$ cat src/rtl/qeo_pkg.sv
// Package with constants for the quadrature encoder output stage.
package qeo_pkg;

    // ------------------------------------------------------------------
    // Clock and timing
    // ------------------------------------------------------------------
    localparam int unsigned CLK_PERIOD_NS   = 10;
    localparam int unsigned OFFSET_COMP_MS  = 50;
    // Longest time rounds down to whole cycles.
    localparam int unsigned OFFSET_COMP_CYC = (OFFSET_COMP_MS * 1000000) / CLK_PERIOD_NS;

    // ------------------------------------------------------------------
    // Angle and hysteresis
    // ------------------------------------------------------------------
    localparam int unsigned ANGLE_W         = 8;
    localparam int unsigned FINE_W          = 9;
    // Hysteresis of 0.7 degrees is half of one 1.4 degree step, one fine LSB.
    localparam logic [8:0]  HYST_FINE       = 9'h0_001;
    localparam logic [7:0]  ZERO_ANGLE      = 8'h0_0;

    // ------------------------------------------------------------------
    // Reset values
    // ------------------------------------------------------------------
    localparam logic        RST_OUT_LEVEL   = 1'b1;

    // ------------------------------------------------------------------
    // Output stage states
    // ------------------------------------------------------------------
    typedef enum logic [1:0] {
        QEO_ST_COMP = 2'b00,
        QEO_ST_DIAG = 2'b01,
        QEO_ST_RUN  = 2'b10
    } qeo_state_e;

endpackage : qeo_pkg

$ cat src/rtl/qeo_sync.sv
// Two flip-flop synchroniser for one level from outside the clock domain.
`timescale 1ns/10ps
module qeo_sync
    import qeo_pkg::*;
#(
    parameter logic RST_VAL = 1'b0
) (
    input  wire logic ref_clk_i,
    input  wire logic reset_n_i,
    input  wire logic async_i,
    output logic      sync_o
);

    logic meta_q;

    always_ff @(posedge ref_clk_i) begin
        if (!reset_n_i) begin
            meta_q <= RST_VAL;
            sync_o <= RST_VAL;
        end else begin
            meta_q <= async_i;
            sync_o <= meta_q;
        end
    end

endmodule : qeo_sync

$ cat src/rtl/qeo_top.sv
// Quadrature and index output stage with power-up diagnostic and field flags.
// Behaviour
// - With chip select low at power-up, outputs start only after offset compensation, under 50 ms.
// - With chip select high at power-up, A, B and index are all forced high and held.
// - In normal running A, B and index are never all high, and index high means A and B low.
// - Pulling chip select low leaves the all-high state, and outputs stay enabled after it rises.
// - The field-rising flag pulls low while field strength is increasing.
// - The field-falling flag pulls low while field strength is decreasing.
// - With the field out of range both flags pull low together.
// - With the field in range and steady both flag transistors are off.
// - A and B give 64 quadrature cycles per turn, 256 edges, one per angle step.
// - Exactly one index pulse is given per turn, at the zero angle.
// - Clockwise rotation makes A lead B by 90 degrees, counter-clockwise makes B lead A.
// - The index pulse lasts exactly one angle step.
// - After a reversal outputs hold until the movement back exceeds 0.7 degrees of hysteresis.
`timescale 1ns/10ps
module qeo_top
    import qeo_pkg::*;
#(
    parameter int unsigned COMP_CYCLES = OFFSET_COMP_CYC
) (
    input  wire logic               ref_clk_i,
    input  wire logic               reset_n_i,
    input  wire logic [FINE_W-1:0]  angle_fine_i,
    input  wire logic               comp_done_i,
    input  wire logic               chip_select_low_n_i,
    input  wire logic               field_rising_i,
    input  wire logic               field_falling_i,
    input  wire logic               field_bad_i,
    output logic                    chan_a_o,
    output logic                    chan_b_o,
    output logic                    index_o,
    output logic                    field_rising_flag_o,
    output logic                    field_rising_flag_oe_o,
    output logic                    field_falling_flag_o,
    output logic                    field_falling_flag_oe_o,
    output logic [1:0]              run_state_o
);

    // ------------------------------------------------------------------
    // Input synchronisation
    // ------------------------------------------------------------------
    logic cs_n_s;

    // Chip select has a pull-up, so it is taken as high while in reset.
    qeo_sync #(.RST_VAL(1'b1)) u_cs_sync (
        .ref_clk_i (ref_clk_i),
        .reset_n_i (reset_n_i),
        .async_i   (chip_select_low_n_i),
        .sync_o    (cs_n_s)
    );

    // ------------------------------------------------------------------
    // Offset compensation timer
    // ------------------------------------------------------------------
    logic [31:0] comp_cnt_q;
    logic        comp_end;

    assign comp_end = comp_done_i || (comp_cnt_q >= COMP_CYCLES - 1);

    always_ff @(posedge ref_clk_i) begin
        if (!reset_n_i) begin
            comp_cnt_q <= 32'h0000_0000;
        end else if (!comp_end) begin
            comp_cnt_q <= comp_cnt_q + 32'h0000_0001;
        end
    end

    // ------------------------------------------------------------------
    // Enable state machine
    // ------------------------------------------------------------------
    qeo_state_e state_q;
    logic       cs_seen_q;

    always_ff @(posedge ref_clk_i) begin
        if (!reset_n_i) begin
            cs_seen_q <= 1'b0;
        end else if (!cs_n_s) begin
            cs_seen_q <= 1'b1;
        end
    end

    always_ff @(posedge ref_clk_i) begin
        if (!reset_n_i) begin
            state_q <= QEO_ST_COMP;
        end else begin
            unique case (state_q)
                QEO_ST_COMP: begin
                    if (comp_end) begin
                        state_q <= (cs_seen_q || !cs_n_s) ? QEO_ST_RUN : QEO_ST_DIAG;
                    end
                end
                QEO_ST_DIAG: begin
                    if (!cs_n_s) begin
                        state_q <= QEO_ST_RUN;
                    end
                end
                QEO_ST_RUN: begin
                    state_q <= QEO_ST_RUN;
                end
                default: begin
                    state_q <= QEO_ST_COMP;
                end
            endcase
        end
    end

    assign run_state_o = state_q;

    // ------------------------------------------------------------------
    // Hysteresis tracker on the fine angle
    // ------------------------------------------------------------------
    // The fine angle has half-step resolution; the output angle only moves
    // back once the reverse travel exceeds one fine LSB.
    logic [FINE_W-1:0] fine_q;
    logic [ANGLE_W-1:0] pos_q;
    logic              dir_cw_q;
    logic [FINE_W-1:0] delta;

    assign delta = angle_fine_i - fine_q;

    always_ff @(posedge ref_clk_i) begin
        if (!reset_n_i) begin
            fine_q   <= 9'h0_000;
            dir_cw_q <= 1'b1;
        end else if (delta != 9'h0_000) begin
            if (!delta[FINE_W-1]) begin
                if (dir_cw_q || delta > HYST_FINE) begin
                    fine_q   <= angle_fine_i;
                    dir_cw_q <= 1'b1;
                end
            end else if (!dir_cw_q || (fine_q - angle_fine_i) > HYST_FINE) begin
                fine_q   <= angle_fine_i;
                dir_cw_q <= 1'b0;
            end
        end
    end

    // Forward the angle shifted by the half step on counter-clockwise travel.
    always_ff @(posedge ref_clk_i) begin
        if (!reset_n_i) begin
            pos_q <= ZERO_ANGLE;
        end else begin
            pos_q <= dir_cw_q ? fine_q[FINE_W-1:1] : 8'(fine_q[FINE_W-1:1] + fine_q[0]);
        end
    end

    // ------------------------------------------------------------------
    // Gray decode and output registers
    // ------------------------------------------------------------------
    function automatic logic [1:0] qeo_gray(input logic [1:0] b);
        qeo_gray = {b[1], b[1] ^ b[0]};
    endfunction : qeo_gray

    logic [1:0] quad;
    logic       idx_hit;

    assign quad    = qeo_gray(pos_q[1:0]);
    assign idx_hit = (pos_q == ZERO_ANGLE);

    always_ff @(posedge ref_clk_i) begin
        if (!reset_n_i) begin
            chan_a_o <= RST_OUT_LEVEL;
            chan_b_o <= RST_OUT_LEVEL;
            index_o  <= RST_OUT_LEVEL;
        end else if (state_q == QEO_ST_RUN) begin
            // Channel A takes the low Gray bit, so it moves first while the angle rises.
            chan_a_o <= idx_hit ? 1'b0 : quad[0];
            chan_b_o <= idx_hit ? 1'b0 : quad[1];
            index_o  <= idx_hit;
        end else begin
            chan_a_o <= RST_OUT_LEVEL;
            chan_b_o <= RST_OUT_LEVEL;
            index_o  <= RST_OUT_LEVEL;
        end
    end

    // ------------------------------------------------------------------
    // Field flags, open drain
    // ------------------------------------------------------------------
    logic rise_s;
    logic fall_s;
    logic bad_s;

    qeo_sync u_rise_sync (
        .ref_clk_i (ref_clk_i),
        .reset_n_i (reset_n_i),
        .async_i   (field_rising_i),
        .sync_o    (rise_s)
    );

    qeo_sync u_fall_sync (
        .ref_clk_i (ref_clk_i),
        .reset_n_i (reset_n_i),
        .async_i   (field_falling_i),
        .sync_o    (fall_s)
    );

    qeo_sync u_bad_sync (
        .ref_clk_i (ref_clk_i),
        .reset_n_i (reset_n_i),
        .async_i   (field_bad_i),
        .sync_o    (bad_s)
    );

    always_ff @(posedge ref_clk_i) begin
        if (!reset_n_i) begin
            field_rising_flag_oe_o  <= 1'b0;
            field_falling_flag_oe_o <= 1'b0;
        end else begin
            field_rising_flag_oe_o  <= bad_s || (rise_s && !fall_s);
            field_falling_flag_oe_o <= bad_s || (fall_s && !rise_s);
        end
    end

    assign field_rising_flag_o  = 1'b0;
    assign field_falling_flag_o = 1'b0;

    // ------------------------------------------------------------------
    // Checks
    // ------------------------------------------------------------------
    AST_NO_ALL_HIGH: assert property (@(posedge ref_clk_i) disable iff (!reset_n_i)
        $past(state_q) == QEO_ST_RUN && state_q == QEO_ST_RUN |-> !(chan_a_o && chan_b_o && index_o))
        else $error("All outputs high while running.");

    AST_INDEX_QUAD_LOW: assert property (@(posedge ref_clk_i) disable iff (!reset_n_i)
        $past(state_q) == QEO_ST_RUN && index_o |-> !chan_a_o && !chan_b_o)
        else $error("Quadrature high during index.");

    AST_DIAG_HIGH: assert property (@(posedge ref_clk_i) disable iff (!reset_n_i)
        state_q == QEO_ST_DIAG |=> chan_a_o && chan_b_o && index_o)
        else $error("Diagnostic state did not hold outputs high.");

    AST_RUN_STICKY: assert property (@(posedge ref_clk_i) disable iff (!reset_n_i)
        state_q == QEO_ST_RUN |=> state_q == QEO_ST_RUN)
        else $error("Run state left.");

    AST_CS_RELEASE: assert property (@(posedge ref_clk_i) disable iff (!reset_n_i)
        state_q == QEO_ST_DIAG && !cs_n_s |=> state_q == QEO_ST_RUN)
        else $error("Chip select low did not enable outputs.");

    AST_BAD_BOTH: assert property (@(posedge ref_clk_i) disable iff (!reset_n_i)
        bad_s |=> field_rising_flag_oe_o && field_falling_flag_oe_o)
        else $error("Out of range field did not set both flags.");

    AST_RISE_ONLY: assert property (@(posedge ref_clk_i) disable iff (!reset_n_i)
        rise_s && !fall_s && !bad_s |=> field_rising_flag_oe_o && !field_falling_flag_oe_o)
        else $error("Rising field flag wrong.");

    AST_FALL_ONLY: assert property (@(posedge ref_clk_i) disable iff (!reset_n_i)
        fall_s && !rise_s && !bad_s |=> field_falling_flag_oe_o && !field_rising_flag_oe_o)
        else $error("Falling field flag wrong.");

    AST_STEADY_OFF: assert property (@(posedge ref_clk_i) disable iff (!reset_n_i)
        !rise_s && !fall_s && !bad_s |=> !field_rising_flag_oe_o && !field_falling_flag_oe_o)
        else $error("Flags on with steady good field.");

    AST_INDEX_ZERO: assert property (@(posedge ref_clk_i) disable iff (!reset_n_i)
        state_q == QEO_ST_RUN && $past(state_q) == QEO_ST_RUN |=> index_o == $past(idx_hit))
        else $error("Index not at zero angle.");

endmodule : qeo_top

$ cat config.mk
export PLATFORM = sky130hd
export DESIGN_NAME = qeo_top
export DESIGN_NICKNAME = d
export VERILOG_FILES = /design/src/rtl/qeo_pkg.sv /design/src/rtl/qeo_sync.sv /design/src/rtl/qeo_top.sv
export SDC_FILE = /design/constraint.sdc
export NUM_CORES = 1
export LEC_CHECK = 0
export ABC_AREA = 0
export ABC_CLOCK_PERIOD_IN_PS = 3100
export BUFFER_PORTS_ARGS = -buffer_cell sky130_fd_sc_hd__buf_2
export CORE_MARGIN = 2
export CORE_UTILIZATION = 40
export DETAILED_ROUTE_END_ITERATION = 7
export HOLD_SLACK_MARGIN = 0.08
export PLACE_DENSITY = 0.69
export SLEW_MARGIN = 25
export SYNTH_ARGS = -nofsm -noshare
export SYNTH_HDL_FRONTEND = slang
export SYNTH_HIERARCHICAL = 1
export SYNTH_SLANG_ARGS = --single-unit
export TNS_END_PERCENT = 50
$ cat constraint.sdc
create_clock -name ref_clk_i -period 3.1 [get_ports ref_clk_i]
set_input_delay 0.62 -clock ref_clk_i [delete_from_list [all_inputs] [get_ports ref_clk_i]]
set_output_delay 0.62 -clock ref_clk_i [all_outputs]
set_load 0.02 [all_outputs]
Word-level counts from Yosys, hierarchy flattened:

Cells that the tools add are included.

* bits in registers: 66
* word-level logic and storage cells: 64

* $add $sub $neg: 4
* magnitude comparators: 3
* equality and inequality tests: 5
* muxes and demuxes: 13
* bitwise gates (word level): 1
* reductions and logical operators: 19

Operators with widths (number)
* $add 32x1->32 const B: 1
* $ge 32x23->1 const B: 1
* $mux 9: 3
* $gt 9x1->1 const B: 2
* $sub 9x9->9: 2
* $reduce_bool 9->1: 1
* $add 8x1->8: 1
* $logic_not 8->1: 1
* $mux 8: 1
* $logic_or 1x1->1: 6
* $mux 2: 3
* $pmux 2 s3: 1
* $mux 1: 5
* $logic_not 1->1: 4
* $ne 2x2->1 const B: 2
* $reduce_and 2->1: 2
* $reduce_and 3->1: 1
* $eq 2x1->1 const B: 1
* $eq 2x2->1 const B: 1
* $logic_and 1x1->1: 2
* $logic_not 2->1: 1
* $ne 2x1->1 const B: 1
* $reduce_bool 2->1: 1
* $xor 1x1->1: 1

Depth between registers and ports, before layout:

* depth after elaboration: 5
* mapped depth: 11
* gate-level depth less buffers: 10

Cells and area by module:

The synthesis kept the hierarchy.

Modules (own cells, without submodules)
* qeo_top: instances 1, cells each 415, area each 3428.3 µm²
* qeo_sync: instances 4, cells each 4, area each 52.6 µm²

Worst setup path before layout:

No wires, ideal clock.

* path type: input -> register
* start point: in angle_fine_i[0]
* end point: reg dir_cw_q
* arrival time: 2.698 ns
* setup slack: 0.279 ns
* cell stages on the path: 11
* cell sequence: inv_1 > ha_1 > fa_1 > nand2b_1 > a21oi_1 > nand2_1 > a211o_1 > nor4_1 > a32oi_1 > buf_4 > mux2_1

* cells in the longest elaborated chain, start to end: 5
* elaborated cells on any way between the ends: 11

RTL lines
* from (decl): RTL line qeo_top.sv:24 `input wire logic [FINE_W-1:0] angle_fine_i,`
* $sub 9x9->9, on equally long branches: RTL line qeo_top.sv:132, qeo_top.sv:120
* $gt 9x1->1, on equally long branches: RTL line qeo_top.sv:132, qeo_top.sv:128
* $logic_or 1x1->1, on equally long branches: RTL line qeo_top.sv:132, qeo_top.sv:128
* $ne 2x1->1 (no line) or $reduce_bool 2->1 (tied branches)
* $reduce_and 3->1 (no line)
* to (signal assigned): RTL line qeo_top.sv:125 `dir_cw_q <= 1'b1;`
* to (signal assigned): RTL line qeo_top.sv:130 `dir_cw_q <= 1'b1;`
* to (signal assigned): RTL line qeo_top.sv:134 `dir_cw_q <= 1'b0;`
* to (decl): RTL line qeo_top.sv:117 `logic dir_cw_q;`

Several ways; a longest one is shown, not always the timed one.
A chain may end at the register's enable or synchronous reset.

Worst setup path in the final report:

Same ends and word-level chain as after synthesis.

==> out/metrics.yaml <==
critical_path:
  cp-end-kind: "flip-flop"
  worstSetupPathType: "input port to flip-flop"
  worstPathRequired_ps: 3340
  crit_path_start_kind: "input port"
  critical_path_peak_fanout: 3
  critPathArrivalTime_ps: 3060
cells_and_area:
  final_cells: 566
  fillCellCount: 847
  multi_input_area_um2: 2100
  n_antenna_cell: 0
  drive_above_1_share: 0.111
  final_cell_mix: "dfxtp_1 (66), nor2_1 (42), nand2_1 (39)"
  regArea_um2: 1320
  final_common_cell: "dfxtp_1"
  fin_nets: 495
  areaGrowthSynthToFinish_pct: 12.6
yosys:
  ys_ff_latch: 66
  synth_area_per_cell_um2: 8.44
  ys.flop_type: "dfxtp_1"
  synth_cell_types: 55
  yosysSeqAreaShare: 0.363
  syn_inst: 431
  synth_enable_flop_cells: 0
  yosys_warnings: 6
  synth_area_um2: 3640
  synthArstFlopShare: 0
timing:
  finalCritPeriodShare: 0.910
  rsz0062_at_grt: "false"
  worst_hold_slack_ps: 416
  finalSetupTns_ps: 0
  final_hold_viol_count: 0
  slew_headroom: 0.547
  setup_viol: 0
  final_max_slew_viol_count: 0
  clock_skew_ps: 8.96
  min_period_ps: 2820
  max_freq_ghz: 0.354
  worst_slew_pin_slew_ps: 671
  setup_ws_ps: 279
detailed_routing:
  wl_um: 7270
  routedWlPerCell_um: 12.8
  dr.pass1.iters: 4
  ant_nets: 0
  drt_iter0_drc: 118
  vias_per_cell: 5.24
  drc: 0
  dr_total_vias: 2966
global_route:
  grtUsageTotal: 0.155
  use_met2: 0.251
  grt_start_max_net_pins: 36
  grt_pass1_vias: 2860
  met3_usage: 0.0513
  antenna_found_initial: 0
  overflow: 0
  grt_util_met1: 0.198
  grt_busiest_layer: "met2"
  grt_pass1_wl_um: 12500
clock_tree:
  h-tree-depth: 3
  worstSkewPairLatency_ps: 350
  root_buffer: "clkbuf_8"
  cts-buffers-inserted: 9
  cts_tree: "built"
  ctsResizeCount: 0
  max-clock-path-buffers: 2
  path_clk_slew_ps: 80
  cts_hold_buf: 0
  clock_sinks: 66
  postCtsSetupBuffers: 0
placed_design:
  portBuffers: 22
  dp_hpwl_um: 5370
  gp_congestion: 0.864
  dp_cells: 550
  dp_slack_ps: -36.7
die:
  core_um2: 8760
  die_area_um2: 9880
  die_x_um: 99.4
  ioPinCount: 25
  rows: 34
  dieHeight_um: 99.4
  start_util: 0.415
pwr:
  peakVddDrop_v: 0.000341
  leakage_uw: 0.00177
  power_density_nw_per_um2: 526
job:
  maxCapViolCount: 0
outcome:
  outcome: "finished, final reports clean"
worst_hold_path:
  hold_path_class: "flip-flop to flip-flop"
final cells by class:
class | instances | share of cell area
well taps | 108 | 0.0330
repair buffers | 29 | 0.0397
inverters | 33 | 0.0302
clock inverters | 7 | 0.0302
multi-input cells | 314 | 0.514
flip-flops and latches | 66 | 0.323
clock buffers | 9 | 0.0302
worst max-delay path, stage by stage:
cell,delay (ps)
buf_2,100
inv_1,50
ha_1,240
fa_1,420
nand2b_1,200
a21oi_1,270
nand2_1,130
a211o_1,290
nor4_1,190
a32oi_1,200
mux2_1,350
state kept, by name, summed over array words and instances (netlist names), 2 cells and up:
signal / flops
comp_cnt_q: 32
pos_q: 8
run_state_o: 2
fine_q: 9
cells in the mapped netlist, types with 2 or more instances:
cell / instances / area (µm²)
mux2i_1: 19 / 190
a31oi_1: 3 / 18.8
a21oi_1: 19 / 95.1
fa_1: 2 / 40.0
a21o_1: 3 / 22.5
o211ai_1: 2 / 15.0
a22oi_1: 2 / 15.0
inv_1: 32 / 120
nand4_1: 8 / 50.1
nor3_1: 6 / 30.0
a311oi_1: 3 / 26.3
nand3_1: 17 / 85.1
nand2_1: 39 / 146
ha_1: 24 / 300
clkbuf_1: 8 / 30.0
o21ai_0: 14 / 70.1
nor4_1: 6 / 37.5
and2_1: 23 / 144
buf_1: 2 / 7.51
nor2_1: 42 / 158
nor2b_1: 3 / 18.8
dfxtp_1: 66 / 1320
xor2_1: 10 / 87.6
nand3b_1: 3 / 22.5
buf_2: 5 / 25.0
a211o_1: 2 / 17.5
nand2b_1: 12 / 75.1
and3_1: 5 / 31.3
xnor2_1: 16 / 140
or3_1: 5 / 31.3
and4_1: 3 / 26.3
buf_4: 4 / 30.0
final timing paths:
kind / end / slack, ps / cells past startpoint / from
setup / recovery: dir_cw_q / 280 / 11 / angle_fine_i[0]
hold / removal: u_cs_sync/sync_o / 420 / 1 / u_cs_sync/meta_q
setup reg to reg: fine_q[5] / 320 / 12 / fine_q[0]
hold reg to reg: u_cs_sync/sync_o / 420 / 1 / u_cs_sync/meta_q
power breakdown:
| group | internal [µW] | switching [µW] |
|---|---|---|
| clock network | 542 | 355 |
| registers | 882 | 30.7 |
| logic | 142 | 200 |
| total | 1570 | 586 |
kinds of logic (layout without fill, tap and decap cells):
group                      after synthesis  in the layout  synth area share
and+or+nand+nor                        178            178             0.251
other                                    1              2           0.00103
muxes                                   20             20            0.0554
adders and majority gates               26             26            0.0935
DFF                                     66             66             0.363
AOI/OAI and AO/OA                       62             62             0.113
buffers and inverters                   52             78            0.0595
xor gates and xnor gates                26             26            0.0626
metal layers:
layer / vias up / wire (µm) / part of all wire
met1: 1403 / 3480 / 0.48
met2: 55 / 3340 / 0.46
met3: 9 / 352 / 0.048
met5: - / 0 / 0
met4: 0 / 98 / 0.013
li1: 1499 / - / -
per-stage QoR:
| step | instance area, µm² | utilization | total power (µW) |
|---|---|---|---|
| floorplan | 3640 | - | 1180 |
| global placement | 3850 | 0.439 | 1260 |
| detailed placement | 3850 | 0.439 | 1270 |
| CTS | 4100 | 0.467 | 2170 |
| global route | 4100 | 0.467 | 2260 |
| finish | 4100 | 0.467 | 2150 |
Note: power is estimated with default switching activity, not from simulation.
